<file path="src/design/eesq_pkg.sv">
package eesq_pkg;

    // Register port
    localparam int REG_ADDR_W = 16;
    localparam int REG_DATA_W = 8;
    localparam logic [15:0] ADDR_WRITE_EN = 16'h0E00;
    localparam logic [15:0] ADDR_COND = 16'h0E01;
    localparam logic [15:0] ADDR_SAVE = 16'h0E02;
    localparam logic [15:0] ADDR_LOAD = 16'h0E03;
    localparam logic [15:0] ADDR_STATUS = 16'h0E04;
    localparam logic [15:0] SCRATCH_BASE = 16'h0E10;

    // Field positions
    localparam int BIT_WRITE_EN = 0;
    localparam int BIT_SAVE = 0;
    localparam int BIT_LOAD = 1;
    localparam int BIT_BUSY = 0;
    localparam int BIT_COMPLETE = 1;
    localparam int BIT_FAULT = 2;
    localparam int COND_W = 4;
    localparam int PIN_COND_W = 2;

    // Values after reset
    localparam logic RST_WRITE_EN = 1'b0;
    localparam logic [3:0] RST_COND = 4'h0;

    // Instruction codes
    localparam logic [7:0] INS_DATA_LAST = 8'h7F;
    localparam logic [7:0] INS_COND_NULL = 8'hB0;
    localparam logic [7:0] INS_COND_LAST = 8'hBF;
    localparam logic [7:0] INS_PAUSE = 8'hFE;
    localparam logic [7:0] INS_END = 8'hFF;
    localparam logic [8:0] COUNT_OFFSET = 9'h001;

    // Array sizes
    localparam int EE_ADDR_W = 11;
    localparam int SCRATCH_IDX_W = 8;

    // Host wait between transfers, enforced by software
    localparam int GAP_NS = 10000;
    localparam int CLK_PERIOD_NS = 50;
    localparam int GAP_CYCLES = (GAP_NS + CLK_PERIOD_NS - 1) / CLK_PERIOD_NS;

    typedef enum logic [2:0] {
        ST_IDLE = 3'b001,
        ST_FETCH = 3'b010,
        ST_EXEC = 3'b100
    } eesq_state_t;

    typedef enum logic [4:0] {
        PH_INS = 5'b00001,
        PH_ADH = 5'b00010,
        PH_ADL = 5'b00100,
        PH_DAT = 5'b01000,
        PH_SUM = 5'b10000
    } eesq_phase_t;

    function automatic logic eesq_is_data(input logic [7:0] b);
        return b <= INS_DATA_LAST;
    endfunction

    function automatic logic eesq_is_cond(input logic [7:0] b);
        return (b >= INS_COND_NULL) && (b <= INS_COND_LAST);
    endfunction

endpackage

</file>
<file path="src/design/eesq_top.sv">
// Contract
// - Write enable then save bit starts upload
// - Upload reads scratchpad until pause or end
// - Non-data bytes except pause/end copied, EEPROM pointer advances
// - Data instruction: store, address, copy range
// - Append checksum after each uploaded block
// - Upload data range reads buffered register copies
// - No conditional processing during upload
// - Load bit starts download until end
// - Auto download after reset if either pin high
// - Pins low skip; codes select condition
// - Four-bit condition, zero runs everything
// - Nonzero field overrides pin-latched condition
// - Codes B1..BF tag conditions 1..15
// - Null condition clears whole tag board
// - Condition and end instructions always run
// - Execute while active condition tagged or no tags set
// - Byte count is instruction plus one
// - Download checks checksums of unskipped blocks, sets fault/complete
// - Pause resets scratch pointer, keeps EEPROM
// - End resets pointers, then idle
`timescale 1ns/1ps
`default_nettype none
module eesq_top #(
    parameter int EE_AW = eesq_pkg::EE_ADDR_W
) (
    input wire logic clk_sys,
    input wire logic rst,
    input wire logic ce,
    input wire logic softReset,
    input wire logic setupSelectPinHigh,
    input wire logic setupSelectPinLow,
    input wire logic [eesq_pkg::REG_ADDR_W-1:0] regAddr,
    input wire logic [eesq_pkg::REG_DATA_W-1:0] regWdata,
    input wire logic regWr,
    input wire logic regRd,
    output logic [eesq_pkg::REG_DATA_W-1:0] regRdata,
    output logic mapRd,
    output logic [15:0] mapRdAddr,
    output logic mapBufferedSel,
    input wire logic [7:0] mapRdata,
    output logic mapWr,
    output logic [15:0] mapWrAddr,
    output logic [7:0] mapWdata,
    output logic eeRd,
    output logic [EE_AW-1:0] eeRdAddr,
    input wire logic [7:0] eeRdata,
    output logic eeWr,
    output logic [EE_AW-1:0] eeWrAddr,
    output logic [7:0] eeWdata,
    output logic actionStrobe,
    output logic [7:0] actionCode,
    output logic busy
);
    import eesq_pkg::*;

    ////////////////////////////////////////////////////////////////////////
    // State
    eesq_state_t state_reg, state_next;
    eesq_phase_t phase_reg, phase_next;
    logic upload_reg, upload_next;
    logic [SCRATCH_IDX_W-1:0] spPtr_reg, spPtr_next;
    logic [EE_AW-1:0] eePtr_reg, eePtr_next;
    logic [15:0] target_reg, target_next;
    logic [8:0] count_reg, count_next;
    logic skip_reg, skip_next;
    logic writeEn_reg, writeEn_next;
    logic [COND_W-1:0] cond_reg, cond_next;
    logic complete_reg, complete_next;
    logic fault_reg, fault_next;
    logic [PIN_COND_W-1:0] pinCond_reg, pinCond_next;
    logic latched_reg, latched_next;
    logic autoPend_reg, autoPend_next;
    logic [7:0] rdata_reg, rdata_next;
    logic eeWr_reg, eeWr_next;
    logic [EE_AW-1:0] eeWrAddr_reg, eeWrAddr_next;
    logic [7:0] eeWdata_reg, eeWdata_next;
    logic mapWr_reg, mapWr_next;
    logic [15:0] mapWrAddr_reg, mapWrAddr_next;
    logic [7:0] mapWdata_reg, mapWdata_next;
    logic act_reg, act_next;
    logic [7:0] actCode_reg, actCode_next;

    logic saveCmd, loadCmd;
    logic [7:0] inByte;
    logic csClear, csAdd;
    logic [7:0] csSum;
    logic tagClear, tagSet;
    logic execOk;
    logic [COND_W-1:0] activeCondition;

    ////////////////////////////////////////////////////////////////////////
    // Submodules
    eesq_checksum #(.W(8)) u_checksum (
        .clk_sys(clk_sys),
        .rst(rst),
        .ce(ce),
        .clear(csClear),
        .add(csAdd),
        .dataIn(inByte),
        .sum(csSum)
    );

    eesq_cond_unit u_cond (
        .clk_sys(clk_sys),
        .rst(rst),
        .ce(ce),
        .condField(cond_reg),
        .pinLatchedCondition(pinCond_reg),
        .tagClear(tagClear),
        .tagSet(tagSet),
        .tagIndex(inByte[COND_W-1:0]),
        .execOk(execOk),
        .activeCondition(activeCondition)
    );

    ////////////////////////////////////////////////////////////////////////
    // Register port and strap capture
    assign saveCmd = regWr && (regAddr == ADDR_SAVE) &&
        regWdata[BIT_SAVE] && writeEn_reg;
    assign loadCmd = regWr && (regAddr == ADDR_LOAD) &&
        regWdata[BIT_LOAD];

    always_comb begin
        writeEn_next = writeEn_reg;
        cond_next = cond_reg;
        pinCond_next = pinCond_reg;
        latched_next = latched_reg;
        rdata_next = 8'h00;
        if (regWr && regAddr == ADDR_WRITE_EN) begin
            writeEn_next = regWdata[BIT_WRITE_EN];
        end
        if (regWr && regAddr == ADDR_COND) begin
            cond_next = regWdata[COND_W-1:0];
        end
        // Pins caught after power-up, hard or soft reset
        if (!latched_reg || softReset) begin
            pinCond_next = {setupSelectPinHigh, setupSelectPinLow};
            latched_next = 1'b1;
        end
        // Command bits read back zero: self-clearing
        if (regRd) begin
            case (regAddr)
                ADDR_WRITE_EN: rdata_next[BIT_WRITE_EN] = writeEn_reg;
                ADDR_COND: rdata_next[COND_W-1:0] = cond_reg;
                ADDR_STATUS: begin
                    rdata_next[BIT_BUSY] = busy;
                    rdata_next[BIT_COMPLETE] = complete_reg;
                    rdata_next[BIT_FAULT] = fault_reg;
                end
                default: rdata_next = 8'h00;
            endcase
        end
    end

    always_ff @(posedge clk_sys or posedge rst) begin
        if (rst) begin
            writeEn_reg <= RST_WRITE_EN;
            cond_reg <= RST_COND;
            pinCond_reg <= '0;
            latched_reg <= 1'b0;
            rdata_reg <= 8'h00;
        end else if (ce) begin
            writeEn_reg <= writeEn_next;
            cond_reg <= cond_next;
            pinCond_reg <= pinCond_next;
            latched_reg <= latched_next;
            rdata_reg <= rdata_next;
        end
    end

    ////////////////////////////////////////////////////////////////////////
    // Transfer sequencer
    assign busy = (state_reg != ST_IDLE);
    assign inByte = upload_reg ? mapRdata : eeRdata;

    always_comb begin
        state_next = state_reg;
        phase_next = phase_reg;
        upload_next = upload_reg;
        spPtr_next = spPtr_reg;
        eePtr_next = eePtr_reg;
        target_next = target_reg;
        count_next = count_reg;
        skip_next = skip_reg;
        complete_next = complete_reg;
        fault_next = fault_reg;
        autoPend_next = autoPend_reg;
        eeWr_next = 1'b0;
        eeWrAddr_next = eeWrAddr_reg;
        eeWdata_next = eeWdata_reg;
        mapWr_next = 1'b0;
        mapWrAddr_next = mapWrAddr_reg;
        mapWdata_next = mapWdata_reg;
        act_next = 1'b0;
        actCode_next = actCode_reg;
        csClear = 1'b0;
        csAdd = 1'b0;
        tagClear = 1'b0;
        tagSet = 1'b0;
        case (state_reg)
            ST_IDLE: begin
                phase_next = PH_INS;
                if (saveCmd) begin
                    upload_next = 1'b1;
                    spPtr_next = '0;
                    state_next = ST_FETCH;
                end else if (loadCmd ||
                        (autoPend_reg && pinCond_reg != '0)) begin
                    upload_next = 1'b0;
                    tagClear = 1'b1;
                    complete_next = 1'b0;
                    fault_next = 1'b0;
                    autoPend_next = 1'b0;
                    state_next = ST_FETCH;
                end else if (latched_reg) begin
                    autoPend_next = 1'b0;
                end
            end
            ST_FETCH: state_next = ST_EXEC;
            ST_EXEC: begin
                state_next = ST_FETCH;
                eeWrAddr_next = eePtr_reg;
                eeWdata_next = inByte;
                case (phase_reg)
                    PH_INS: begin
                        count_next = 9'({1'b0, inByte} + COUNT_OFFSET);
                        csClear = 1'b1;
                        if (upload_reg) begin
                            if (inByte == INS_PAUSE) begin
                                spPtr_next = '0;
                                state_next = ST_IDLE;
                            end else if (inByte == INS_END) begin
                                spPtr_next = '0;
                                eePtr_next = '0;
                                state_next = ST_IDLE;
                            end else begin
                                // Condition codes copied as-is
                                eeWr_next = 1'b1;
                                eePtr_next = EE_AW'(eePtr_reg + 1'b1);
                                spPtr_next = SCRATCH_IDX_W'(spPtr_reg + 1'b1);
                                if (eesq_is_data(inByte)) begin
                                    phase_next = PH_ADH;
                                end
                            end
                        end else begin
                            eePtr_next = EE_AW'(eePtr_reg + 1'b1);
                            if (inByte == INS_END) begin
                                eePtr_next = '0;
                                complete_next = !fault_reg;
                                state_next = ST_IDLE;
                            end else if (eesq_is_cond(inByte)) begin
                                tagClear = (inByte == INS_COND_NULL);
                                tagSet = (inByte != INS_COND_NULL);
                            end else if (eesq_is_data(inByte)) begin
                                skip_next = !execOk;
                                phase_next = PH_ADH;
                            end else begin
                                act_next = execOk;
                                actCode_next = inByte;
                            end
                        end
                    end
                    PH_ADH, PH_ADL: begin
                        if (phase_reg == PH_ADH) begin
                            target_next[15:8] = inByte;
                            phase_next = PH_ADL;
                        end else begin
                            target_next[7:0] = inByte;
                            phase_next = PH_DAT;
                        end
                        eePtr_next = EE_AW'(eePtr_reg + 1'b1);
                        if (upload_reg) begin
                            eeWr_next = 1'b1;
                            spPtr_next = SCRATCH_IDX_W'(spPtr_reg + 1'b1);
                        end
                    end
                    PH_DAT: begin
                        csAdd = 1'b1;
                        target_next = 16'(target_reg + 16'h0001);
                        count_next = 9'(count_reg - 9'h001);
                        eePtr_next = EE_AW'(eePtr_reg + 1'b1);
                        if (upload_reg) begin
                            eeWr_next = 1'b1;
                        end else begin
                            mapWr_next = !skip_reg;
                            mapWrAddr_next = target_reg;
                            mapWdata_next = inByte;
                        end
                        if (count_reg == 9'h001) begin
                            phase_next = PH_SUM;
                        end
                    end
                    PH_SUM: begin
                        eePtr_next = EE_AW'(eePtr_reg + 1'b1);
                        phase_next = PH_INS;
                        if (upload_reg) begin
                            eeWr_next = 1'b1;
                            eeWdata_next = csSum;
                        end else if (!skip_reg && csSum != inByte) begin
                            fault_next = 1'b1;
                        end
                    end
                    default: phase_next = PH_INS;
                endcase
            end
            default: state_next = ST_IDLE;
        endcase
        // Armed after the idle decision so a soft reset is not lost
        if (!latched_reg || softReset) begin
            autoPend_next = 1'b1;
        end
        if (softReset) begin
            state_next = ST_IDLE;
        end
    end

    always_ff @(posedge clk_sys or posedge rst) begin
        if (rst) begin
            state_reg <= ST_IDLE;
            phase_reg <= PH_INS;
            upload_reg <= 1'b0;
            spPtr_reg <= '0;
            eePtr_reg <= '0;
            target_reg <= 16'h0000;
            count_reg <= 9'h000;
            skip_reg <= 1'b0;
            complete_reg <= 1'b0;
            fault_reg <= 1'b0;
            autoPend_reg <= 1'b0;
            eeWr_reg <= 1'b0;
            eeWrAddr_reg <= '0;
            eeWdata_reg <= 8'h00;
            mapWr_reg <= 1'b0;
            mapWrAddr_reg <= 16'h0000;
            mapWdata_reg <= 8'h00;
            act_reg <= 1'b0;
            actCode_reg <= 8'h00;
        end else if (ce) begin
            state_reg <= state_next;
            phase_reg <= phase_next;
            upload_reg <= upload_next;
            spPtr_reg <= spPtr_next;
            eePtr_reg <= eePtr_next;
            target_reg <= target_next;
            count_reg <= count_next;
            skip_reg <= skip_next;
            complete_reg <= complete_next;
            fault_reg <= fault_next;
            autoPend_reg <= autoPend_next;
            eeWr_reg <= eeWr_next;
            eeWrAddr_reg <= eeWrAddr_next;
            eeWdata_reg <= eeWdata_next;
            mapWr_reg <= mapWr_next;
            mapWrAddr_reg <= mapWrAddr_next;
            mapWdata_reg <= mapWdata_next;
            act_reg <= act_next;
            actCode_reg <= actCode_next;
        end
    end

    ////////////////////////////////////////////////////////////////////////
    // Outputs
    assign regRdata = rdata_reg;
    assign mapRd = ce && (state_reg == ST_FETCH) && upload_reg;
    assign mapRdAddr = (phase_reg == PH_DAT) ? target_reg :
        16'(SCRATCH_BASE + spPtr_reg);
    assign mapBufferedSel = mapRd && (phase_reg == PH_DAT);
    assign mapWr = mapWr_reg;
    assign mapWrAddr = mapWrAddr_reg;
    assign mapWdata = mapWdata_reg;
    assign eeRd = ce && (state_reg == ST_FETCH) && !upload_reg;
    assign eeRdAddr = eePtr_reg;
    assign eeWr = eeWr_reg;
    assign eeWrAddr = eeWrAddr_reg;
    assign eeWdata = eeWdata_reg;
    assign actionStrobe = act_reg;
    assign actionCode = actCode_reg;
endmodule
`default_nettype wire

</file>
<file path="src/design/eesq_checksum.sv">
`timescale 1ns/1ps
`default_nettype none
module eesq_checksum #(
    parameter int W = 8
) (
    input wire logic clk_sys,
    input wire logic rst,
    input wire logic ce,
    input wire logic clear,
    input wire logic add,
    input wire logic [W-1:0] dataIn,
    output logic [W-1:0] sum
);
    logic [W-1:0] sum_reg;
    logic [W-1:0] sum_next;

    // Modulo sum of block data bytes
    always_comb begin
        sum_next = sum_reg;
        if (clear) begin
            sum_next = '0;
        end else if (add) begin
            sum_next = W'(sum_reg + dataIn);
        end
    end

    always_ff @(posedge clk_sys or posedge rst) begin
        if (rst) begin
            sum_reg <= '0;
        end else if (ce) begin
            sum_reg <= sum_next;
        end
    end

    assign sum = sum_reg;
endmodule
`default_nettype wire

</file>
<file path="src/design/eesq_cond_unit.sv">
`timescale 1ns/1ps
`default_nettype none
module eesq_cond_unit (
    input wire logic clk_sys,
    input wire logic rst,
    input wire logic ce,
    input wire logic [eesq_pkg::COND_W-1:0] condField,
    input wire logic [eesq_pkg::PIN_COND_W-1:0] pinLatchedCondition,
    input wire logic tagClear,
    input wire logic tagSet,
    input wire logic [eesq_pkg::COND_W-1:0] tagIndex,
    output logic execOk,
    output logic [eesq_pkg::COND_W-1:0] activeCondition
);
    import eesq_pkg::*;

    logic [15:0] tags_reg;
    logic [15:0] tags_next;

    always_comb begin
        tags_next = tags_reg;
        if (tagClear) begin
            tags_next = 16'h0000;
        end else if (tagSet) begin
            tags_next[tagIndex] = 1'b1;
        end
    end

    always_ff @(posedge clk_sys or posedge rst) begin
        if (rst) begin
            tags_reg <= 16'h0000;
        end else if (ce) begin
            tags_reg <= tags_next;
        end
    end

    // Register field wins when nonzero
    assign activeCondition = (condField != '0) ? condField :
        {{(COND_W - PIN_COND_W){1'b0}}, pinLatchedCondition};

    assign execOk = (activeCondition == '0) || (tags_reg == 16'h0000) ||
        tags_reg[activeCondition];
endmodule
`default_nettype wire

</file>
<file path="config.mk">
export PLATFORM = sky130hd
export DESIGN_NAME = eesq_top
export DESIGN_NICKNAME = d
export VERILOG_FILES = /design/src/design/eesq_pkg.sv /design/src/design/eesq_top.sv /design/src/design/eesq_checksum.sv /design/src/design/eesq_cond_unit.sv
export SDC_FILE = /design/constraint.sdc
export NUM_CORES = 1
export LEC_CHECK = 0
export BUFFER_PORTS_ARGS = -buffer_cell sky130_fd_sc_hd__clkbuf_2
export CORE_ASPECT_RATIO = 1.5
export CORE_MARGIN = 8
export CORE_UTILIZATION = 62
export DETAILED_ROUTE_END_ITERATION = 6
export PLACE_DENSITY = 0.9
export SKIP_CTS_REPAIR_TIMING = 1
export SLEW_MARGIN = 20
export SYNTH_ARGS = -nofsm -noshare
export SYNTH_HDL_FRONTEND = slang
export SYNTH_SLANG_ARGS = --single-unit
</file>
<file path="constraint.sdc">
create_clock -name clk_sys -period 11.5 [get_ports clk_sys]
set_clock_uncertainty 0.2 [all_clocks]
set_input_delay 1.725 -clock clk_sys [delete_from_list [all_inputs] [get_ports clk_sys]]
set_output_delay 1.725 -clock clk_sys [all_outputs]
set_load 0.03 [all_outputs]
</file>
Word-level counts from Yosys, hierarchy flattened:

Cells that the tools add are included.

* add/sub/neg operators: 7
* multipliers: 0
* divide/modulo/power cells: 0
* $lt $le $gt $ge: 6
* equality and inequality tests: 41
* shifts and indexed selects: 0
* mux-type cells: 97
* bitwise logic cells: 5
* reduce and logical (&&, ||, !) cells: 59

Operator list (number)
* $mux W8: 12
* $eq A16 B12 Y1 const B: 5
* $mux W16: 3
* $mux W1: 46
* $mux W5: 7
* $reduce_and A7 Y1: 5
* $mux W11: 3
* $pmux W16 S2: 1
* $pmux W8 S2: 2
* $eq A8 B8 Y1 const B: 3
* $pmux W11 S2: 1
* $ne A4 B4 Y1 const B: 5
* $reduce_and A4 Y1: 5
* $ne A2 B2 Y1 const B: 9
* $pmux W9 S2: 1
* $reduce_bool A2 Y1: 9
* $add A16 B1 Y16 const B: 1
* $logic_not A16 Y1: 1
* $or A16 B16 Y16: 1
* $logic_and A1 B1 Y1: 15
* $mux W3: 5
* $pmux W5 S3: 1
* $reduce_and A2 Y1: 7
* $add A12 B8 Y13 const A: 1
* 43 further kinds: 66

* register bits after elaboration: 151
* bits in latches: 0
* RAM bits: 0
* ROM bits: 0
* input bits: 48
* logic and storage cells: 242
* memories: 0

Logic depth before layout (Yosys ltp):

* word-level depth: 11
* gate-level depth with buffers: 12
* gate-level depth less buffers: 10

Modules after synthesis:

From an unflattened synthesis, not the netlist that was laid out.

* cells, all modules: 910
* area total of the unflattened synthesis: 8333.0 sq um

Modules (own cells, without submodules)
* eesq_top: instances 1, cells an instance 753, area an instance 6836.6 sq um, sequential area each 3080.5 sq um
* eesq_cond_unit: instances 1, cells an instance 94, area an instance 875.8 sq um, sequential area each 400.4 sq um
* eesq_checksum: instances 1, cells an instance 63, area an instance 620.6 sq um, sequential area each 200.2 sq um

Least setup slack after synthesis:

OpenSTA, ideal clock, no wires.

* path kind: input port to output port
* from: input port ce
* to: output port mapBufferedSel
* data arrival time: 2.870 ns
* required time: 9.575 ns
* slack: 6.705 ns
* stages on the path: 4
* buffers on the path: 2
* path through: buf_2 -> clkbuf_1 -> and3_1 -> and2_1

* word-level cells in the longest chain between the ends: 3

Ends and longest elaborated chain
* start, declared: line eesq_top.sv:29 `input wire logic ce,`
* $logic_and A1 B1 Y1 (2 in series): line eesq_top.sv:365 `assign mapRd = ce && (state_reg == ST_FETCH) && upload_reg;`
* via mapRd: line eesq_top.sv:38 `output logic mapRd,`
* $logic_and A1 B1 Y1: line eesq_top.sv:368 `assign mapBufferedSel = mapRd && (phase_reg == PH_DAT);`
* end, declared: line eesq_top.sv:40 `output logic mapBufferedSel,`

The timed path passes the listed nets, and every way through them passes these cells.

Worst setup path after layout:

* from: input port mapRdata[0]
* to: register actCode_reg[5], in the netlist actionCode[5]

* word-level cells in the longest chain between the ends: 5
* elaborated cells between the ends (all ways): 10
* those cells by class: order compare (3); eq/ne (1); mux (1); bitwise (3); reduce/logical (2)

Ends and longest elaborated chain
* start, declared: line eesq_top.sv:41 `input wire logic [7:0] mapRdata,`
* $mux W8 *: line eesq_top.sv:175 `assign inByte = upload_reg ? mapRdata : eeRdata;`
* via inByte[0]: line eesq_top.sv:85 `logic [7:0] inByte;`
* $ge A8 B8 Y1 / $le A8 B8 Y1 (equally long branches): line eesq_pkg.sv:63 `return (b >= INS_COND_NULL) && (b <= INS_COND_LAST);`
* $logic_and A1 B1 Y1: line eesq_pkg.sv:63
* $not A1 Y1 (no source line)
* $reduce_and A7 Y1 (no source line) *
* end signal, assigned: line eesq_top.sv:358 `actCode_reg <= actCode_next;`
* end, declared: line eesq_top.sv:82 `logic [7:0] actCode_reg, actCode_next;`

Mark *: on every way through the listed nets, which the timed path passes. The rest lies on a longest branch.
A chain may end at the register's enable or synchronous reset.

==> key figures <==
Timing
  – Worst slew margin: about a quarter
  – Post-route setup slack: between 6 and 7 ns
  – Max Clk Rate: approximately 210 MHz
  – Setup total negative slack: 0 ns
  – Final cycle utilization of the critical path: between 40% and 50%
  – Count of final max-slew check failures: 0
  – Minimum clock period: slightly below 5 ns
  – Actual transition at the worst max-transition pin: around 1.1 ns
  – Number of hold-slack violations in the final timing report: 0
  – Setup repair after global routing missed its margin: no
  – Final setup viols: 0

Power
  – Fraction of power consumed by the clock network: a little under two fifths
  – Leakage power figure: between 4 and 5 nW
  – PnR Total Power: 1.51 mW
  – Switching share of total power: roughly 33%
  – Switching power: ~0.50 mW
  – Part of the total power dissipated in sequential elements: ~40%
  – VDD IR-drop max: around 120 uV
  – Part of the total power dissipated in combinational logic: 21.6%
  – Int Pwr: between 1 and 1.5 mW
  – Power per standard cell area: about 150 nW/um^2

Yosys
  – Top-area cell type share of the netlist area: 41.9%
  – Yosys top cell by area: sky130_fd_sc_hd__dfrtp_1
  – Synthesized instance count: a little over 900
  – Top area cells in the synthesized netlist: sky130_fd_sc_hd__dfrtp_1 (42%), sky130_fd_sc_hd__nand2_1 (4.8%), sky130_fd_sc_hd__mux2_2 (3.9%), sky130_fd_sc_hd__o21ai_0 (3.3%), sky130_fd_sc_hd__a21oi_1 (3.1%)
  – Xor and xnor area share after synthesis: 1.52%
  – Adder-cell area share of the yosys netlist: 2.69%
  – Area share of and/or/nand/nor cells after synthesis: between 20% and 30%
  – Avg Inst Size Synth: roughly 9.3 um^2
  – Number of enable flip-flop cells after synthesis: 0
  – Unique masters post-synth: 90
  – Asr flop ratio synth: 100%
  – Number of storage elements in the synthesis netlist: 147
  – Top_reg_cell synth: sky130_fd_sc_hd__dfrtp_1
  – Largest family of logic cells by synthesized area: simple AND/OR/NAND/NOR gates
  – Area fraction in compound gates after synthesis: 19.7%
  – Fraction of the yosys area taken by sequential cells: ~42%
  – Multiplexer share of the synthesized area: under 10%
  – Yosys synthesis warning count: 0
  – Post-Synthesis Cell Area: 8670 um^2

Setup path
  – CP required: between 10 and 15 ns
  – Kind of cell adding the most delay to the critical path: multiplexers
  – Capture point of the worst reg-to-reg path: u_checksum.sum[7]
  – Reg2reg start: upload_reg
  – Critical Setup Path Class: input port to flop
  – Slowest cell on crit path: sky130_fd_sc_hd__a2111oi_4
  – CP Cell Sequence: clkbuf_2 > mux2i_1 > inv_1 > ha_1 > nand4_1 > nand3_2 > a2111oi_4 > mux2_2
  – Worst-case reg-to-reg path depth: 9
  – Number of buffer and inverter instances along the worst setup path: 2
  – Worst path arrival time: 4.97 ns
  – Crit start category: input port
  – Reg-to-reg setup timing slack: between 7 and 8 ns
  – Crit. End Element: flop
  – Slowest stage delay, CP: 0.90 ns
  – Max FO, Critical Path: 10

Floorplan
  – Core box area: about 14000 um^2
  – Horizontal die dimension: approximately 110 um
  – Starting density of the core: between 60% and 70%
  – Height of the die: 161 um
  – Boundary Pins: about 140
  – Die Outline Area: around 18000 um^2
  – Row cnt: 53

Drt
  – Violation count after the first detailed-routing iteration: approximately 830
  – Post-DR wirelength/cell: 20.6 um
  – Count of vias placed by the detailed router: 8115
  – Post-route DRC violation count: 4
  – Detailed Routing Iterations Pass 1: 7
  – Via density per instance: around 6.7
  – Antenna-violating nets left: 0
  – Total length of routed wires: approximately 25000 um

Layout
  – Area growth from synthesis to final layout: 15.1%
  – Diode count: 0
  – Filler cell count: 1025
  – Post-Layout Inst Area: ~10000 um^2
  – Leading cell type in the layout, fill and taps excluded: sky130_fd_sc_hd__dfrtp_1
  – Share of post-route cells with drive strength above 1: a little under a quarter
  – Commonest cells after routing, fill and taps aside: sky130_fd_sc_hd__dfrtp_1 (145), sky130_fd_sc_hd__clkbuf_2 (132), sky130_fd_sc_hd__nand2_1 (111)
  – Layout Nets: approximately 1100
  – Non-filler instance count after layout: 1217

GRT
  – Pin count of the biggest net entering global routing: 85
  – Number of global-route vias before repair: about 8000
  – Antenna violations before repair: 0
  – Global route total overflow: 0
  – Wire length of the first global-routing pass: approximately 41000 um
  – Overall global routing resource usage: approximately 28%

Run
  – Reported max-cap violation count: 0

Run status
  – Status: complete, but fails checks
  – Violated checks: DRC

Clocking
  – Number of clock sinks seen by CTS: 147
  – Root buf cell: sky130_fd_sc_hd__clkbuf_16
  – Clock tree from TritonCTS: yes
  – Number of buffers created by CTS: 17
  – Max clock buf depth: 2
  – Worst-skew pair later-pin latency: roughly 0.43 ns
  – Number of H-tree levels: 4
  – Clock slew at reported path FFs: approximately 0.06 ns

Placed design
  – Number of cells in the design after placement: 1185
  – Total placed instance area: around 9400 um^2
  – Final weighted congestion of routability-driven global placement: 0.935
  – Count of buffers inserted at the top-level ports: ~130
  – Setup slack after placement: approximately 6.3 ns
  – Post-detail-place hpwl: 17200 um

Min path
  – Worst Hold Path Cells: 2
  – Origin of the worst min-delay path: latched_reg
  – Min-Delay Endpoint: latched_reg
  – Class of the tightest hold or removal check: flop to flop
-- per-stage QoR --
| step | utilization (%) | hold slack [ns] |
|---|---|---|
| floorplan | - | 0.219 |
| global placement | 67.5 | 0.231 |
| detailed placement | 67.5 | 0.241 |
| CTS | 71.9 | 0.254 |
| global route | 72.0 | 0.275 |
| finish | 72.0 | 0.252 |
-- power groups by stage --
| stage | Clock [mW] | Combinational (mW) | Sequential, mW |
|---|---|---|---|
| 5_1_grt | 0.604 | 0.355 | 0.608 |
| 3_3_place_gp | 0 | 0.305 | 0.608 |
| 6_report | 0.579 | 0.326 | 0.605 |
| 4_1_cts | 0.580 | 0.321 | 0.602 |
| 2_1_floorplan | 0 | 0.231 | 0.607 |
| 3_5_place_dp | 0 | 0.315 | 0.611 |
-- cells by family (layout without fill, tap and decap cells) --
kind of cell / Yosys count / in the layout
other cells: 1 / 4
xor+xnor: 15 / 15
flops: 147 / 147
mux: 55 / 55
simple gates: 354 / 354
buf+inv: 89 / 208
fa+ha+maj: 18 / 18
compound gates: 251 / 251
-- final cells by class --
| type | instances | area, um^2 | area share [%] |
|---|---|---|---|
| tap | 165 | 206 | 2.07 |
| clock buffer | 18 | 429 | 4.30 |
| clock inverter | 14 | 181 | 1.82 |
| multi-input combinational | 697 | 4610 | 46.2 |
| timing repair buffer | 142 | 736 | 7.38 |
| sequential | 147 | 3680 | 36.9 |
| inverter | 34 | 133 | 1.33 |
-- worst register-to-register path: cells and delay by family, from the launching register on --
kind	cells	cell delay, ns
buffers and inverters	2	0.89
muxes	1	0.84
AOI/OAI and AO/OA	3	0.77
adders and majority gates	1	0.49
DFF	1	0.44
and+or+nand+nor	2	0.28
-- synth_stat cells (17+ instances only) --
master and n:
sky130_fd_sc_hd__inv_1 34, sky130_fd_sc_hd__ha_1 17, sky130_fd_sc_hd__nand2_1 111, sky130_fd_sc_hd__nor3_1 39, sky130_fd_sc_hd__nor2_1 52, sky130_fd_sc_hd__mux2i_1 24
sky130_fd_sc_hd__dfrtp_1 145, sky130_fd_sc_hd__nand3_1 32, sky130_fd_sc_hd__clkbuf_1 26, sky130_fd_sc_hd__a21oi_1 54, sky130_fd_sc_hd__o21ai_0 57, sky130_fd_sc_hd__mux2_2 30
sky130_fd_sc_hd__buf_2 19
-- how the worst max path moves through the flow --
stage / from / to / cells after the start
finish: mapRdata[0] / actionCode[5] / 8
floorplan: rst / actionCode[0] / 1
global placement: mapRdata[0] / actionCode[0] / 8
detailed placement: mapRdata[0] / actionCode[2] / 8
CTS: mapRdata[0] / actionCode[5] / 8
global route: mapRdata[0] / actionCode[6] / 8
-- per-layer routing --
layer | global-route usage (%) | vias up | wire length (um)
met2 | 46.5 | 492 | 12500
met3 | 6.46 | 128 | 1990
met5 | 0 | - | 0
met4 | 15.2 | 0 | 1260
li1 | - | 3638 | -
met1 | 32.6 | 3857 | 9300
Power figures use the tool's default switching activity.
